===== config.mk =====
export PLATFORM = sky130hd
export DESIGN_NAME = fbc_core
export DESIGN_NICKNAME = d
export VERILOG_FILES = /design/src/rtl/fbc_pkg.sv /design/src/rtl/fbc_core.sv
export SDC_FILE = /design/constraint.sdc
export NUM_CORES = 2
export LEC_CHECK = 0
export BUFFER_PORTS_ARGS = -buffer_cell sky130_fd_sc_hd__buf_2
export CELL_PAD_IN_SITES_DETAIL_PLACEMENT = 0
export CELL_PAD_IN_SITES_GLOBAL_PLACEMENT = 1
export CORE_AREA = 2 2 291 293
export CTS_BUF_LIST = sky130_fd_sc_hd__clkbuf_8
export DETAILED_ROUTE_END_ITERATION = 10
export DIE_AREA = 0 0 293 295
export PLACE_DENSITY = 0.78
export SLEW_MARGIN = 20
export SYNTH_ARGS = -nofsm -noshare
export SYNTH_HDL_FRONTEND = slang
export SYNTH_SLANG_ARGS = --single-unit

===== constraint.sdc =====
create_clock -name aclk -period 12.5 [get_ports aclk]
set_input_delay 1.25 -clock aclk [delete_from_list [all_inputs] [get_ports aclk]]
set_output_delay 1.25 -clock aclk [all_outputs]
set_load 0.1 [all_outputs]

===== src/rtl/fbc_pkg.sv =====
// constants and types for the four-bit core instruction executor
package fbc_pkg;

    // ------------------------------------------------------------
    // bus geometry
    // ------------------------------------------------------------
    localparam int FBC_ADDR_W = 5;
    localparam int FBC_DATA_W = 32;

    // ------------------------------------------------------------
    // register byte offsets
    // ------------------------------------------------------------
    localparam logic [4:0] FBC_OFF_INSTR = 5'h00;
    localparam logic [4:0] FBC_OFF_CORE = 5'h04;
    localparam logic [4:0] FBC_OFF_PROG = 5'h08;
    localparam logic [4:0] FBC_OFF_OUTS = 5'h0C;
    localparam logic [4:0] FBC_OFF_RAM = 5'h10;

    // ------------------------------------------------------------
    // axi responses
    // ------------------------------------------------------------
    localparam logic [1:0] FBC_RESP_OKAY = 2'h0;
    localparam logic [1:0] FBC_RESP_SLVERR = 2'h2;

    // ------------------------------------------------------------
    // opcodes
    // ------------------------------------------------------------
    localparam logic [7:0] FBC_OP_FILE_INV = 8'h00;
    localparam logic [7:0] FBC_OP_ADD8 = 8'h01;
    localparam logic [7:0] FBC_OP_ADD10 = 8'h05;
    localparam logic [7:0] FBC_OP_ACC_DEC = 8'h07;
    localparam logic [7:0] FBC_OP_KEY_TEST = 8'h09;
    localparam logic [7:0] FBC_OP_DEC_ZERO = 8'h0B;
    localparam logic [7:0] FBC_OP_LINE_LOW = 8'h0C;
    localparam logic [7:0] FBC_OP_ACC_INC = 8'h0E;
    localparam logic [7:0] FBC_OP_SUB_EXIT = 8'h0F;
    localparam logic [7:0] FBC_OP_MEM_TEST = 8'h26;
    localparam logic [7:0] FBC_OP_MEM_SUB_ACC = 8'h27;
    localparam logic [7:0] FBC_OP_MEM_INC = 8'h28;
    localparam logic [7:0] FBC_OP_MEM_DEC = 8'h2A;
    localparam logic [7:0] FBC_OP_PTR_DEC = 8'h2C;
    localparam logic [3:0] FBC_OP_SEG_LOAD_HI = 4'h1;
    localparam logic [5:0] FBC_OP_BIT_ZERO_HI = 6'h0D;
    localparam logic [5:0] FBC_OP_FILE_LOAD_HI = 6'h0F;

    // ------------------------------------------------------------
    // constants of the adder and timing
    // ------------------------------------------------------------
    localparam logic [3:0] FBC_EIGHT = 4'h8;
    localparam logic [3:0] FBC_TEN = 4'hA;
    localparam logic [3:0] FBC_ONE = 4'h1;
    localparam int FBC_EXEC_CYCLES = 6;
    localparam logic [2:0] FBC_EXEC_LAST = 3'(FBC_EXEC_CYCLES - 1);

    // ------------------------------------------------------------
    // state
    // ------------------------------------------------------------
    typedef enum logic {
        FBC_IDLE = 1'b0,
        FBC_EXEC = 1'b1
    } fbc_state_type;

    typedef struct packed {
        fbc_state_type state;
        logic [2:0] cnt;
        logic [7:0] op;
        logic [3:0] acc;
        logic [3:0] ptr_y;
        logic [2:0] file_x;
        logic status;
        logic subroutine_flag;
        logic [5:0] pc;
        logic [3:0] active_rom_segment;
        logic [3:0] pending_rom_segment;
        logic [5:0] return_save_register;
        logic [4:0] output_decoder_input_latch;
        logic [15:0] r_lines;
        logic [3:0] key_s1;
        logic [3:0] key_s2;
        logic [3:0] key_s3;
        logic [3:0] key_stable;
        logic awready;
        logic wready;
        logic bvalid;
        logic [1:0] bresp;
        logic arready;
        logic rvalid;
        logic [31:0] rdata;
        logic [1:0] rresp;
        logic [127:0][3:0] ram;
    } fbc_regs_type;

    localparam fbc_regs_type FBC_REGS_RST = '0;

endpackage


===== src/rtl/fbc_core.sv =====
// instruction executor of the four-bit core with an axi4-lite port
// Operation
// - add eight to accumulator, keep four bits, carry into status
// - add ten to accumulator, keep four bits, carry into status
// - taken jump loads pc; segment copied only when flag clear
// - conditional jump lasts six clock cycles, taken or not
// - subroutine entry with status zero falls through
// - entry with flag set only loads pc inside segment
// - entry with flag clear swaps segments, saves pc+1, sets flag
// - decoder input clear zeroes five latch bits, status one
// - file select invert complements file select, status one
// - accumulator decrement, status on no borrow, zero wraps to 15
// - memory minus one into accumulator, memory kept, status on no borrow
// - pointer decrement, zero borrows and clears status
// - memory plus one into accumulator, carry into status
// - key test sets status when any key line is high
// - segment buffer load copies constant field, status one
// - file select load copies bit field, status one
// - memory test clears status on zero word, sets otherwise
// - bit clear zeroes chosen bit of addressed word, status one
// - accumulator increment wraps and leaves status one
// - all other instructions but memory minus accumulator (status on no borrow) leave status set to one
`timescale 1ns/100ps
module fbc_core (
    input wire logic aclk,
    input wire logic aresetn,
    input wire logic [fbc_pkg::FBC_ADDR_W-1:0] s_axi_awaddr,
    input wire logic s_axi_awvalid,
    output logic s_axi_awready,
    input wire logic [fbc_pkg::FBC_DATA_W-1:0] s_axi_wdata,
    input wire logic [3:0] s_axi_wstrb,
    input wire logic s_axi_wvalid,
    output logic s_axi_wready,
    output logic [1:0] s_axi_bresp,
    output logic s_axi_bvalid,
    input wire logic s_axi_bready,
    input wire logic [fbc_pkg::FBC_ADDR_W-1:0] s_axi_araddr,
    input wire logic s_axi_arvalid,
    output logic s_axi_arready,
    output logic [fbc_pkg::FBC_DATA_W-1:0] s_axi_rdata,
    output logic [1:0] s_axi_rresp,
    output logic s_axi_rvalid,
    input wire logic s_axi_rready,
    input wire logic [3:0] key_in,
    output logic [15:0] r_lines,
    output logic [4:0] output_decoder_input_latch
);
    import fbc_pkg::*;

    fbc_regs_type r;
    fbc_regs_type next_r;

    // --------------------
    // helpers
    // --------------------
    // bit 4 of the result is the carry
    function automatic logic [4:0] fbc_add4(
        input logic [3:0] a,
        input logic [3:0] b
    );
        return {1'b0, a} + {1'b0, b};
    endfunction

    // bit 4 of the result is the borrow
    function automatic logic [4:0] fbc_sub4(
        input logic [3:0] a,
        input logic [3:0] b
    );
        return {1'b0, a} - {1'b0, b};
    endfunction

    function automatic logic fbc_mapped(input logic [4:0] off);
        return off == FBC_OFF_INSTR || off == FBC_OFF_CORE ||
            off == FBC_OFF_PROG || off == FBC_OFF_OUTS ||
            off == FBC_OFF_RAM;
    endfunction

    function automatic logic [31:0] fbc_read(
        input fbc_regs_type q,
        input logic [4:0] off
    );
        logic [31:0] d;
        d = 32'h0000_0000;
        case (off)
            FBC_OFF_INSTR: begin
                d[7:0] = q.op;
                d[8] = q.state == FBC_EXEC;
            end
            FBC_OFF_CORE: begin
                d[3:0] = q.acc;
                d[7:4] = q.ptr_y;
                d[10:8] = q.file_x;
                d[11] = q.status;
                d[12] = q.subroutine_flag;
                d[16:13] = q.key_stable;
            end
            FBC_OFF_PROG: begin
                d[5:0] = q.pc;
                d[9:6] = q.active_rom_segment;
                d[13:10] = q.pending_rom_segment;
                d[19:14] = q.return_save_register;
            end
            FBC_OFF_OUTS: begin
                d[4:0] = q.output_decoder_input_latch;
                d[31:16] = q.r_lines;
            end
            FBC_OFF_RAM: begin
                d[3:0] = q.ram[{q.file_x, q.ptr_y}];
            end
            default: begin
                d = 32'h0000_0000;
            end
        endcase
        return d;
    endfunction

    function automatic logic [31:0] fbc_merge(
        input logic [31:0] old,
        input logic [31:0] wdat,
        input logic [3:0] strb
    );
        logic [31:0] m;
        m = {{8{strb[3]}}, {8{strb[2]}}, {8{strb[1]}}, {8{strb[0]}}};
        return (old & ~m) | (wdat & m);
    endfunction

    // --------------------
    // next state
    // --------------------
    always_comb begin
        logic [6:0] idx;
        logic [3:0] mem;
        logic [4:0] res;
        logic [4:0] waddr;
        logic [4:0] raddr;
        logic [31:0] w;
        logic busy;
        idx = {r.file_x, r.ptr_y};
        mem = r.ram[idx];
        res = 5'h00;
        waddr = {s_axi_awaddr[4:2], 2'h0};
        raddr = {s_axi_araddr[4:2], 2'h0};
        w = 32'h0000_0000;
        busy = r.state == FBC_EXEC;
        next_r = r;
        next_r.awready = 1'b0;
        next_r.wready = 1'b0;
        next_r.arready = 1'b0;

        // key lines are asynchronous; accept only a settled pattern
        next_r.key_s1 = key_in;
        next_r.key_s2 = r.key_s1;
        next_r.key_s3 = r.key_s2;
        if (r.key_s2 == r.key_s3) begin
            next_r.key_stable = r.key_s3;
        end

        // --------------------
        // execution; every opcode takes the same six cycles
        // --------------------
        case (r.state)
            FBC_IDLE: begin
                next_r.cnt = 3'h0;
            end
            FBC_EXEC: begin
                if (r.cnt != 3'h0) begin
                    next_r.cnt = r.cnt - 3'h1;
                end else begin
                    next_r.state = FBC_IDLE;
                    next_r.status = 1'b1;
                    next_r.pc = r.pc + 6'h01;
                    if (r.op[7]) begin
                        if (r.status && !r.op[6]) begin
                            next_r.pc = r.op[5:0];
                            if (!r.subroutine_flag) begin
                                next_r.active_rom_segment =
                                    r.pending_rom_segment;
                            end
                        end else if (r.status) begin
                            next_r.pc = r.op[5:0];
                            if (!r.subroutine_flag) begin
                                next_r.active_rom_segment =
                                    r.pending_rom_segment;
                                next_r.pending_rom_segment =
                                    r.active_rom_segment;
                                next_r.return_save_register =
                                    r.pc + 6'h01;
                                next_r.subroutine_flag = 1'b1;
                            end
                        end
                    end else begin
                        case (r.op)
                            FBC_OP_ADD8: begin
                                res = fbc_add4(r.acc, FBC_EIGHT);
                                next_r.acc = res[3:0];
                                next_r.status = res[4];
                            end
                            FBC_OP_ADD10: begin
                                res = fbc_add4(r.acc, FBC_TEN);
                                next_r.acc = res[3:0];
                                next_r.status = res[4];
                            end
                            FBC_OP_SUB_EXIT: begin
                                next_r.active_rom_segment =
                                    r.pending_rom_segment;
                                next_r.subroutine_flag = 1'b0;
                                if (r.subroutine_flag) begin
                                    next_r.pc =
                                        r.return_save_register;
                                end
                            end
                            FBC_OP_DEC_ZERO: begin
                                next_r.output_decoder_input_latch =
                                    5'h00;
                            end
                            FBC_OP_FILE_INV: begin
                                next_r.file_x = ~r.file_x;
                            end
                            FBC_OP_ACC_DEC: begin
                                res = fbc_sub4(r.acc, FBC_ONE);
                                next_r.acc = res[3:0];
                                next_r.status = ~res[4];
                            end
                            FBC_OP_MEM_DEC: begin
                                res = fbc_sub4(mem, FBC_ONE);
                                next_r.acc = res[3:0];
                                next_r.status = ~res[4];
                            end
                            FBC_OP_PTR_DEC: begin
                                res = fbc_sub4(r.ptr_y, FBC_ONE);
                                next_r.ptr_y = res[3:0];
                                next_r.status = ~res[4];
                            end
                            FBC_OP_MEM_INC: begin
                                res = fbc_add4(mem, FBC_ONE);
                                next_r.acc = res[3:0];
                                next_r.status = res[4];
                            end
                            FBC_OP_KEY_TEST: begin
                                next_r.status = |r.key_stable;
                            end
                            FBC_OP_MEM_TEST: begin
                                next_r.status = |mem;
                            end
                            FBC_OP_LINE_LOW: begin
                                next_r.r_lines[r.ptr_y] = 1'b0;
                            end
                            FBC_OP_MEM_SUB_ACC: begin
                                res = fbc_sub4(mem, r.acc);
                                next_r.acc = res[3:0];
                                next_r.status = ~res[4];
                            end
                            FBC_OP_ACC_INC: begin
                                res = fbc_add4(r.acc, FBC_ONE);
                                next_r.acc = res[3:0];
                            end
                            default: begin
                                if (r.op[7:4] == FBC_OP_SEG_LOAD_HI) begin
                                    next_r.pending_rom_segment =
                                        r.op[3:0];
                                end
                                if (r.op[7:2] == FBC_OP_FILE_LOAD_HI) begin
                                    next_r.file_x = {1'b0, r.op[1:0]};
                                end
                                if (r.op[7:2] == FBC_OP_BIT_ZERO_HI) begin
                                    next_r.ram[idx][r.op[1:0]] =
                                        1'b0;
                                end
                            end
                        endcase
                    end
                end
            end
            default: begin
                next_r.state = FBC_IDLE;
            end
        endcase

        // --------------------
        // write channel: address and data are taken together
        // --------------------
        if (r.bvalid && s_axi_bready) begin
            next_r.bvalid = 1'b0;
        end
        if (s_axi_awvalid && s_axi_wvalid && !r.bvalid && !r.awready) begin
            next_r.awready = 1'b1;
            next_r.wready = 1'b1;
        end
        if (r.awready) begin
            next_r.bvalid = 1'b1;
            next_r.bresp = FBC_RESP_OKAY;
            w = fbc_merge(fbc_read(r, waddr), s_axi_wdata, s_axi_wstrb);
            // state may not change under a running instruction
            if (busy || !fbc_mapped(waddr)) begin
                next_r.bresp = FBC_RESP_SLVERR;
            end else begin
                case (waddr)
                    FBC_OFF_INSTR: begin
                        next_r.op = w[7:0];
                        next_r.state = FBC_EXEC;
                        next_r.cnt = FBC_EXEC_LAST;
                    end
                    FBC_OFF_CORE: begin
                        next_r.acc = w[3:0];
                        next_r.ptr_y = w[7:4];
                        next_r.file_x = w[10:8];
                        next_r.status = w[11];
                        next_r.subroutine_flag = w[12];
                    end
                    FBC_OFF_PROG: begin
                        next_r.pc = w[5:0];
                        next_r.active_rom_segment = w[9:6];
                        next_r.pending_rom_segment = w[13:10];
                        next_r.return_save_register = w[19:14];
                    end
                    FBC_OFF_OUTS: begin
                        next_r.output_decoder_input_latch = w[4:0];
                        next_r.r_lines = w[31:16];
                    end
                    FBC_OFF_RAM: begin
                        next_r.ram[idx] = w[3:0];
                    end
                    default: begin
                        next_r.bresp = FBC_RESP_SLVERR;
                    end
                endcase
            end
        end

        // --------------------
        // read channel
        // --------------------
        if (r.rvalid && s_axi_rready) begin
            next_r.rvalid = 1'b0;
        end
        if (s_axi_arvalid && !r.rvalid && !r.arready) begin
            next_r.arready = 1'b1;
        end
        if (r.arready) begin
            next_r.rvalid = 1'b1;
            next_r.rdata = fbc_read(r, raddr);
            next_r.rresp = fbc_mapped(raddr) ? FBC_RESP_OKAY :
                FBC_RESP_SLVERR;
        end

        if (!aresetn) begin
            next_r = FBC_REGS_RST;
        end
    end

    always_ff @(posedge aclk) begin
        r <= next_r;
    end

    // --------------------
    // outputs
    // --------------------
    assign s_axi_awready = r.awready;
    assign s_axi_wready = r.wready;
    assign s_axi_bvalid = r.bvalid;
    assign s_axi_bresp = r.bresp;
    assign s_axi_arready = r.arready;
    assign s_axi_rvalid = r.rvalid;
    assign s_axi_rdata = r.rdata;
    assign s_axi_rresp = r.rresp;
    assign r_lines = r.r_lines;
    assign output_decoder_input_latch = r.output_decoder_input_latch;

endmodule


Yosys cells after proc, flatten, opt, wreduce, memory -nomap -nowiden
Cells that the tools add are included.
{"block": "word_totals", "elab_cells": 330, "in_bits": 57, "reg_bits": 635}
{"block": "op_classes", "n_bitwise": 15, "magnitude_cmp": 6, "n_reduce_logical": 38, "addsub": 10, "mux": 82, "eq_ne": 25}
{"cell": "two-way mux 512 bit", "n": 8}
{"cell": "bitwise AND 512 bit", "n": 1}
{"cell": "bitwise mux 512 bit", "n": 1}
{"cell": "inverter 512 bit", "n": 1}
{"cell": "two-way mux 66 bit", "n": 2}
{"cell": "two-way mux 54 bit", "n": 2}
{"cell": "bitwise AND 32 bit", "n": 2}
{"cell": "two-way mux 21 bit", "n": 3}
{"cell": "two-way mux 12 bit", "n": 5}
{"cell": "demux 4 bit (select 7 bit)", "n": 2}
{"cell": "equality test 8 x 4 -> 1 bit (second input constant)", "n": 5}
{"cell": "equality test 8 x 6 -> 1 bit (second input constant)", "n": 5}
{"cell": "one-hot mux 4 bit (5 select lines)", "n": 2}
{"cell": "two-way mux 4 bit", "n": 9}
{"cell": "two-way mux 35 bit", "n": 1}
{"cell": "inverter 32 bit", "n": 1}
{"cell": "bitwise OR 32 bit", "n": 1}
{"cell": "binary-select mux 4 bit (select 7 bit)", "n": 1}
{"cell": "one-hot mux 4 bit (7 select lines)", "n": 1}
{"cell": "one-hot mux 7 bit (2 select lines)", "n": 2}
{"cell": "one-hot mux 3 bit (2 select lines)", "n": 4}
{"cell": "one-hot mux 4 bit (3 select lines)", "n": 2}
{"cell": "two-way mux 10 bit", "n": 2}
{"cell": "two-way mux 20 bit", "n": 1}
{"cell": "other kinds (53)", "n": 112}

Logic depth before layout (Yosys ltp)
{"block": "depth", "word_depth": 17, "depth_mapped": 20, "depth_no_buf": 15}

Worst setup path before layout
OpenSTA, ideal clock, no wires.
{"block": "synth_path", "path_type": "register to register", "from": "register r[615] (netlist bit)", "to": "register r[622] (netlist bit)", "t_required_ns": 12.385, "t_arrival_ns": 3.864, "period_less_slack_ns": 3.978, "stages_incl_launch_ff": 16, "setup_time_ns": 0.115, "slack_ns": 8.522, "path_cell_list": "dfxtp_1 -> buf_6 -> buf_4 -> mux4_2 -> mux4_2 -> mux4_2 -> mux2i_4 -> inv_1 -> ha_1 -> nand2_1 -> o21ai_0 -> xnor2_1 -> o21ai_0 -> a2111oi_0 -> o211ai_1 -> o21a_1"}
{"block": "synth_via", "elab_chain_cells": 10, "elab_cells_between_ends": 16, "classes_between": "add/sub: 3; mux: 11; bitwise: 2"}
{"element": "start: declaration", "line": "fbc_core.sv:50", "text": "fbc_regs_type r;"}
{"element": "start signal: assignment", "line": "fbc_core.sv:352", "text": "r <= next_r;"}
{"element": "binary-select mux 4 bit (select 7 bit) (*)", "line": "fbc_core.sv:108, fbc_core.sv:139"}
{"element": "two-way mux 4 bit (implied by the code) (*)", "line": "fbc_core.sv:108, fbc_core.sv:139"}
{"element": "subtractor 4 x 4 -> 5 bit (tied with other cells)", "line": "fbc_core.sv:69", "text": "return {1'b0, a} - {1'b0, b};"}
{"element": "one-hot mux 4 bit (7 select lines)", "line": "fbc_core.sv:192", "text": "case (r.op)"}
{"element": "two-way mux 12 bit", "line": "fbc_core.sv:172", "text": "if (r.op[7]) begin"}
{"element": "two-way mux 54 bit", "line": "fbc_core.sv:166", "text": "if (r.cnt != 3'h0) begin"}
{"element": "two-way mux 54 bit", "line": "fbc_core.sv:161", "text": "case (r.state)"}
{"element": "two-way mux 13 bit", "line": "fbc_core.sv:297", "text": "case (waddr)"}
{"element": "two-way mux 66 bit", "line": "fbc_core.sv:294", "text": "if (busy || !fbc_mapped(waddr)) begin"}
{"element": "two-way mux 66 bit (*)", "line": "fbc_core.sv:289", "text": "if (r.awready) begin"}
Every way passes the cells marked *; elsewhere a longest branch is shown, timed or not. The select of a mux whose other input is x is not followed.
A chain may end at the register's enable or synchronous reset.

Worst setup path in the final report
{"block": "layout_path", "from": "register r[615] (netlist bit)", "to": "register r[213] (netlist bit)"}
{"block": "layout_via", "elab_chain_cells": 15, "elab_cells_between_ends": 24, "classes_between": "order compare: 2; mux: 17; bitwise: 4; reduce/logical: 1"}
{"element": "less-than comparator 7 x 8 -> 1 bit (implied by the code) or >= comparator 7 x 1 -> 1 bit (tied branches)", "line": "fbc_core.sv:266, fbc_core.sv:321"}
{"element": "logical AND 1 bit (implied by the code)", "line": "fbc_core.sv:266, fbc_core.sv:321"}
{"element": "two-way mux 4 bit (implied by the code)", "line": "fbc_core.sv:266", "text": "next_r.ram[idx][r.op[1:0]] ="}
{"element": "demux 4 bit (select 7 bit)", "line": "fbc_core.sv:266"}
{"element": "inverter 512 bit (no line)"}
{"element": "bitwise AND 512 bit (no line)"}
{"element": "two-way mux 512 bit", "line": "fbc_core.sv:265", "text": "if (r.op[7:2] == FBC_OP_BIT_ZERO_HI) begin"}
{"element": "two-way mux 512 bit", "line": "fbc_core.sv:192"}
{"element": "two-way mux 512 bit", "line": "fbc_core.sv:172"}
{"element": "two-way mux 512 bit", "line": "fbc_core.sv:166"}
{"element": "two-way mux 512 bit", "line": "fbc_core.sv:161"}
{"element": "bitwise mux 512 bit", "line": "fbc_core.sv:321", "text": "next_r.ram[idx] = w[3:0];"}
{"element": "two-way mux 512 bit", "line": "fbc_core.sv:297"}
{"element": "two-way mux 512 bit", "line": "fbc_core.sv:294"}
{"element": "two-way mux 512 bit (*)", "line": "fbc_core.sv:289"}
Marked as above.

==> run summary <==
The run gives 68.6 µV as the peak supply drop. The initial antenna violation count came out at 1. Worst hold path class: flip-flop to flip-flop.

The instance count of the mapped netlist was 3953; the fmax was 0.157 GHz. Cell with the most instances after synthesis: sky130_fd_sc_hd__nand2_1. The net count of the finished layout is 3935. Counting flops and latches in the post-synthesis netlist gives 632. The routed layout has 30668 vias. The area share of the leading cell type in the synthesized netlist was 0.393. Max-cap violations in this run came to 0. Routability-driven placement finished with a final weighted congestion of 0.895.

Slew of the pin with the lowest slew margin: 1.14 ns. The port buffer count was 112; the max-slew violation count was 0. The flow ran to the end, and the final reports show no timing, DRC or antenna violations. The post-synthesis instance area was 0.0322 mm²; the headroom to the max-slew limit was 0.237.

In this run the remaining antenna-violating nets after routing total 0. The tools report the category of the worst setup path capture point as a flip-flop. In this run, post-CTS repair resized a total of 0 instances.

The tools report the effective utilization at floorplan as 0.387. For the finished layout, the period the worst path requires is 6.35 ns. The synthesized netlist contains 76 unique library cells. The highest metal layer used by the detailed router was met4. First-pass GRT wire length: 182 mm. For this block, the initial DRC count from the detailed router was 3324.

By count the netlist is led by sky130_fd_sc_hd__nand2_1, sky130_fd_sc_hd__dfxtp_1, sky130_fd_sc_hd__o21ai_0. The DRC violation count after routing is 0, and the total leakage power is 11.3 nW. Entering global routing, the biggest net connects 199 pins.

For the final database, setup skew stands at 0.0649 ns. The overall routing resource usage was 0.273; the total iterations of the first detailed-routing run was 6. Number of sinks driven by the clock tree: 632.

The clock tree buffer depth was 3; the total routed wire length on the met1 layer was 51.2 mm. The buffer type at the clock tree root was sky130_fd_sc_hd__clkbuf_8. The run gives 0.437 ns as the worst hold margin. The cell type contributing the most total cell area after synthesis was sky130_fd_sc_hd__dfxtp_1. The number of standard-cell rows in the floorplan came out at 106. Summed over all nets, the half-perimeter wirelength after detailed placement is 73.1 mm. Yosys mapped a number of flops with a built-in enable equal to 0. Setup repair after global routing left no endpoint under its margin. Summed over all failing endpoints, the final setup total negative slack is 0 ns.

Setup violations remaining at the end of the flow were counted as 0. After global routing the overflow that remains totals 0. The tools report the number of buffers inserted by post-CTS setup repair as 0.

The area added between synthesis and finish came out at 9.31%. The tools report the wire length on met3 as 11.5 mm. Yosys attributes the largest share of cell area to sky130_fd_sc_hd__dfxtp_1, sky130_fd_sc_hd__o21ai_0, sky130_fd_sc_hd__nand2_1.

TritonCTS built the clock tree. At the later pin of the worst-skew pair, clock insertion delay measures 0.76 ns. In this run the number of H-tree levels came out at 3. Ratio of routed vias to standard cells: 6.10. Dividing the detail-routed wire length by the instance count gives 24.2 µm. 119 I/O pins were placed. The Yosys step of the flow raised 0 warnings. Horizontal die dimension: 293 µm.

The fraction of registers with async set or reset after synthesis was 0; the core box area was 0.0832 mm². The number of global-route vias before repair was 28371. For this run, the leading register cell type out of synthesis is sky130_fd_sc_hd__dfxtp_1. The clock transition at the registers of the reported paths is 0.06 ns. The floorplan die area is 0.0864 mm². The tools report the overall routed net length as 122 mm. The startpoint-to-endpoint class of the critical path was flip-flop to flip-flop.

The run gives 0 as the number of hold buffers added after cts. The power density relative to cell area was 118 mW/mm²; the period utilization was 0.508. Averaged over all synthesized cells, the footprint is 8.14 µm². The tools report the portion of the post-synthesis area used by sequential elements as 0.393. The nature of the critical path startpoint was a flip-flop. For the total of fill cells in the finished design, the log shows 8345. Data arrives at the worst endpoint at 7.00 ns. For the worst setup path, the data required time is 13.15 ns. The run gives 0 as the final hold violation count.

TritonCTS created 108 clock buffers. The fraction of layout instances using a drive strength above 1 works out to 0.129. The die outline height is 295 µm, and the routed length on met2 is 53.5 mm. The worst-path maximum fanout was 71.
[metrics by stage]
step | util | power, W | std cells | cell area [µm²] | setup WS, ns
after floorplan | - | 0.00219 | 3954 | 32200 | 8.52
after global placement | 0.396 | 0.00224 | 4827 | 32900 | 6.28
after detailed placement | 0.396 | 0.00224 | 4827 | 32900 | 6.24
after CTS | 0.423 | 0.00417 | 5022 | 35100 | 6.25
after global routing | 0.423 | 0.00426 | 5024 | 35200 | 5.94
final | 0.423 | 0.00415 | 5025 | 35200 | 6.15
[logic make-up (layout without fill, tap and decap cells)]
family,after synthesis,in the layout,share of synthesized area
adder cells (fa/ha/maj),21,21,0.00840
AND/OR/NAND/NOR,1251,1251,0.167
XOR/XNOR,15,15,0.00408
AO/OA/AOI/OAI,1415,1415,0.261
flip-flops,632,632,0.393
buffers and inverters,412,400,0.0604
multiplexers,206,206,0.106
other,1,5,0.000117
[per-layer routing]
metal  vias to the layer above  track usage
li1                      13805            -
met5                         -            0
met1                     14921        0.370
met3                       310       0.0534
met2                      1632        0.421
met4                         0        0.122
[layout by cell type, fill, tap and decap left out, types with 37 or more instances in the layout]
cell / Yosys / final
sky130_fd_sc_hd__a21boi_0: 234 / 234
sky130_fd_sc_hd__a21oi_1: 327 / 324
sky130_fd_sc_hd__a22oi_1: 42 / 42
sky130_fd_sc_hd__and2_1: 74 / 74
sky130_fd_sc_hd__buf_2: 57 / 111
sky130_fd_sc_hd__buf_4: 78 / 66
sky130_fd_sc_hd__clkbuf_8: 0 / 146
sky130_fd_sc_hd__dfxtp_1: 632 / 629
sky130_fd_sc_hd__inv_1: 24 / 56
sky130_fd_sc_hd__mux2i_1: 77 / 77
sky130_fd_sc_hd__mux4_2: 103 / 103
sky130_fd_sc_hd__nand2_1: 669 / 666
sky130_fd_sc_hd__nand3_1: 120 / 120
sky130_fd_sc_hd__nor2_1: 249 / 246
sky130_fd_sc_hd__nor2b_1: 45 / 45
sky130_fd_sc_hd__o21ai_0: 579 / 579
sky130_fd_sc_hd__o21ai_1: 37 / 37
[where the power goes]
part           leakage [nW]  internal (W)  total (W)  switching, W
Combinational          4.95     0.0000448   0.000177      0.000132
Clock                  1.29       0.00104    0.00195      0.000908
Sequential             5.09       0.00202    0.00203    0.00000806
[final cells by class]
| cell class | count | area [µm²] | share of cell area |
|---|---|---|---|
| clock buffers | 146 | 2010 | 0.0572 |
| inverters | 26 | 105 | 0.00299 |
| flip-flops and latches | 632 | 12700 | 0.360 |
| repair buffers | 179 | 1090 | 0.0309 |
| diodes | 3 | 7.51 | 0.000214 |
| multi-input cells | 2910 | 17700 | 0.503 |
| clock inverters | 49 | 235 | 0.00669 |
| well taps | 1080 | 1350 | 0.0384 |
[worst paths after layout]
path | end | startpoint | slack, ns | depth (start not counted)
worst min-delay path | r[563] | r[567] | 0.44 | 1
worst max register to register | r[213] | r[615] | 6.15 | 13
worst min register to register | r[563] | r[567] | 0.44 | 1
worst max-delay path | r[213] | r[615] | 6.15 | 13
[registers in the layout, summed over array words and instances (netlist names), 5 cells and up]
register and count:
output_decoder_input_latch 5, r 573, s_axi_rdata 32, r_lines 16
[worst max-delay path: stages, from the launching register on]
cell                       delay (ns)
sky130_fd_sc_hd__dfxtp_4         0.87
sky130_fd_sc_hd__buf_4           0.75
sky130_fd_sc_hd__and3_1          0.72
sky130_fd_sc_hd__buf_4           0.43
sky130_fd_sc_hd__a21o_1          0.17
sky130_fd_sc_hd__a221oi_1        0.06
sky130_fd_sc_hd__nor2b_1         0.20
sky130_fd_sc_hd__o41a_1          0.49
sky130_fd_sc_hd__a41o_1          0.31
sky130_fd_sc_hd__a221oi_4        0.23
sky130_fd_sc_hd__buf_4           0.83
sky130_fd_sc_hd__buf_4           0.77
sky130_fd_sc_hd__nand2_1         0.12
sky130_fd_sc_hd__a21oi_1         0.16
No activity file was read; power rests on OpenSTA's default activity.
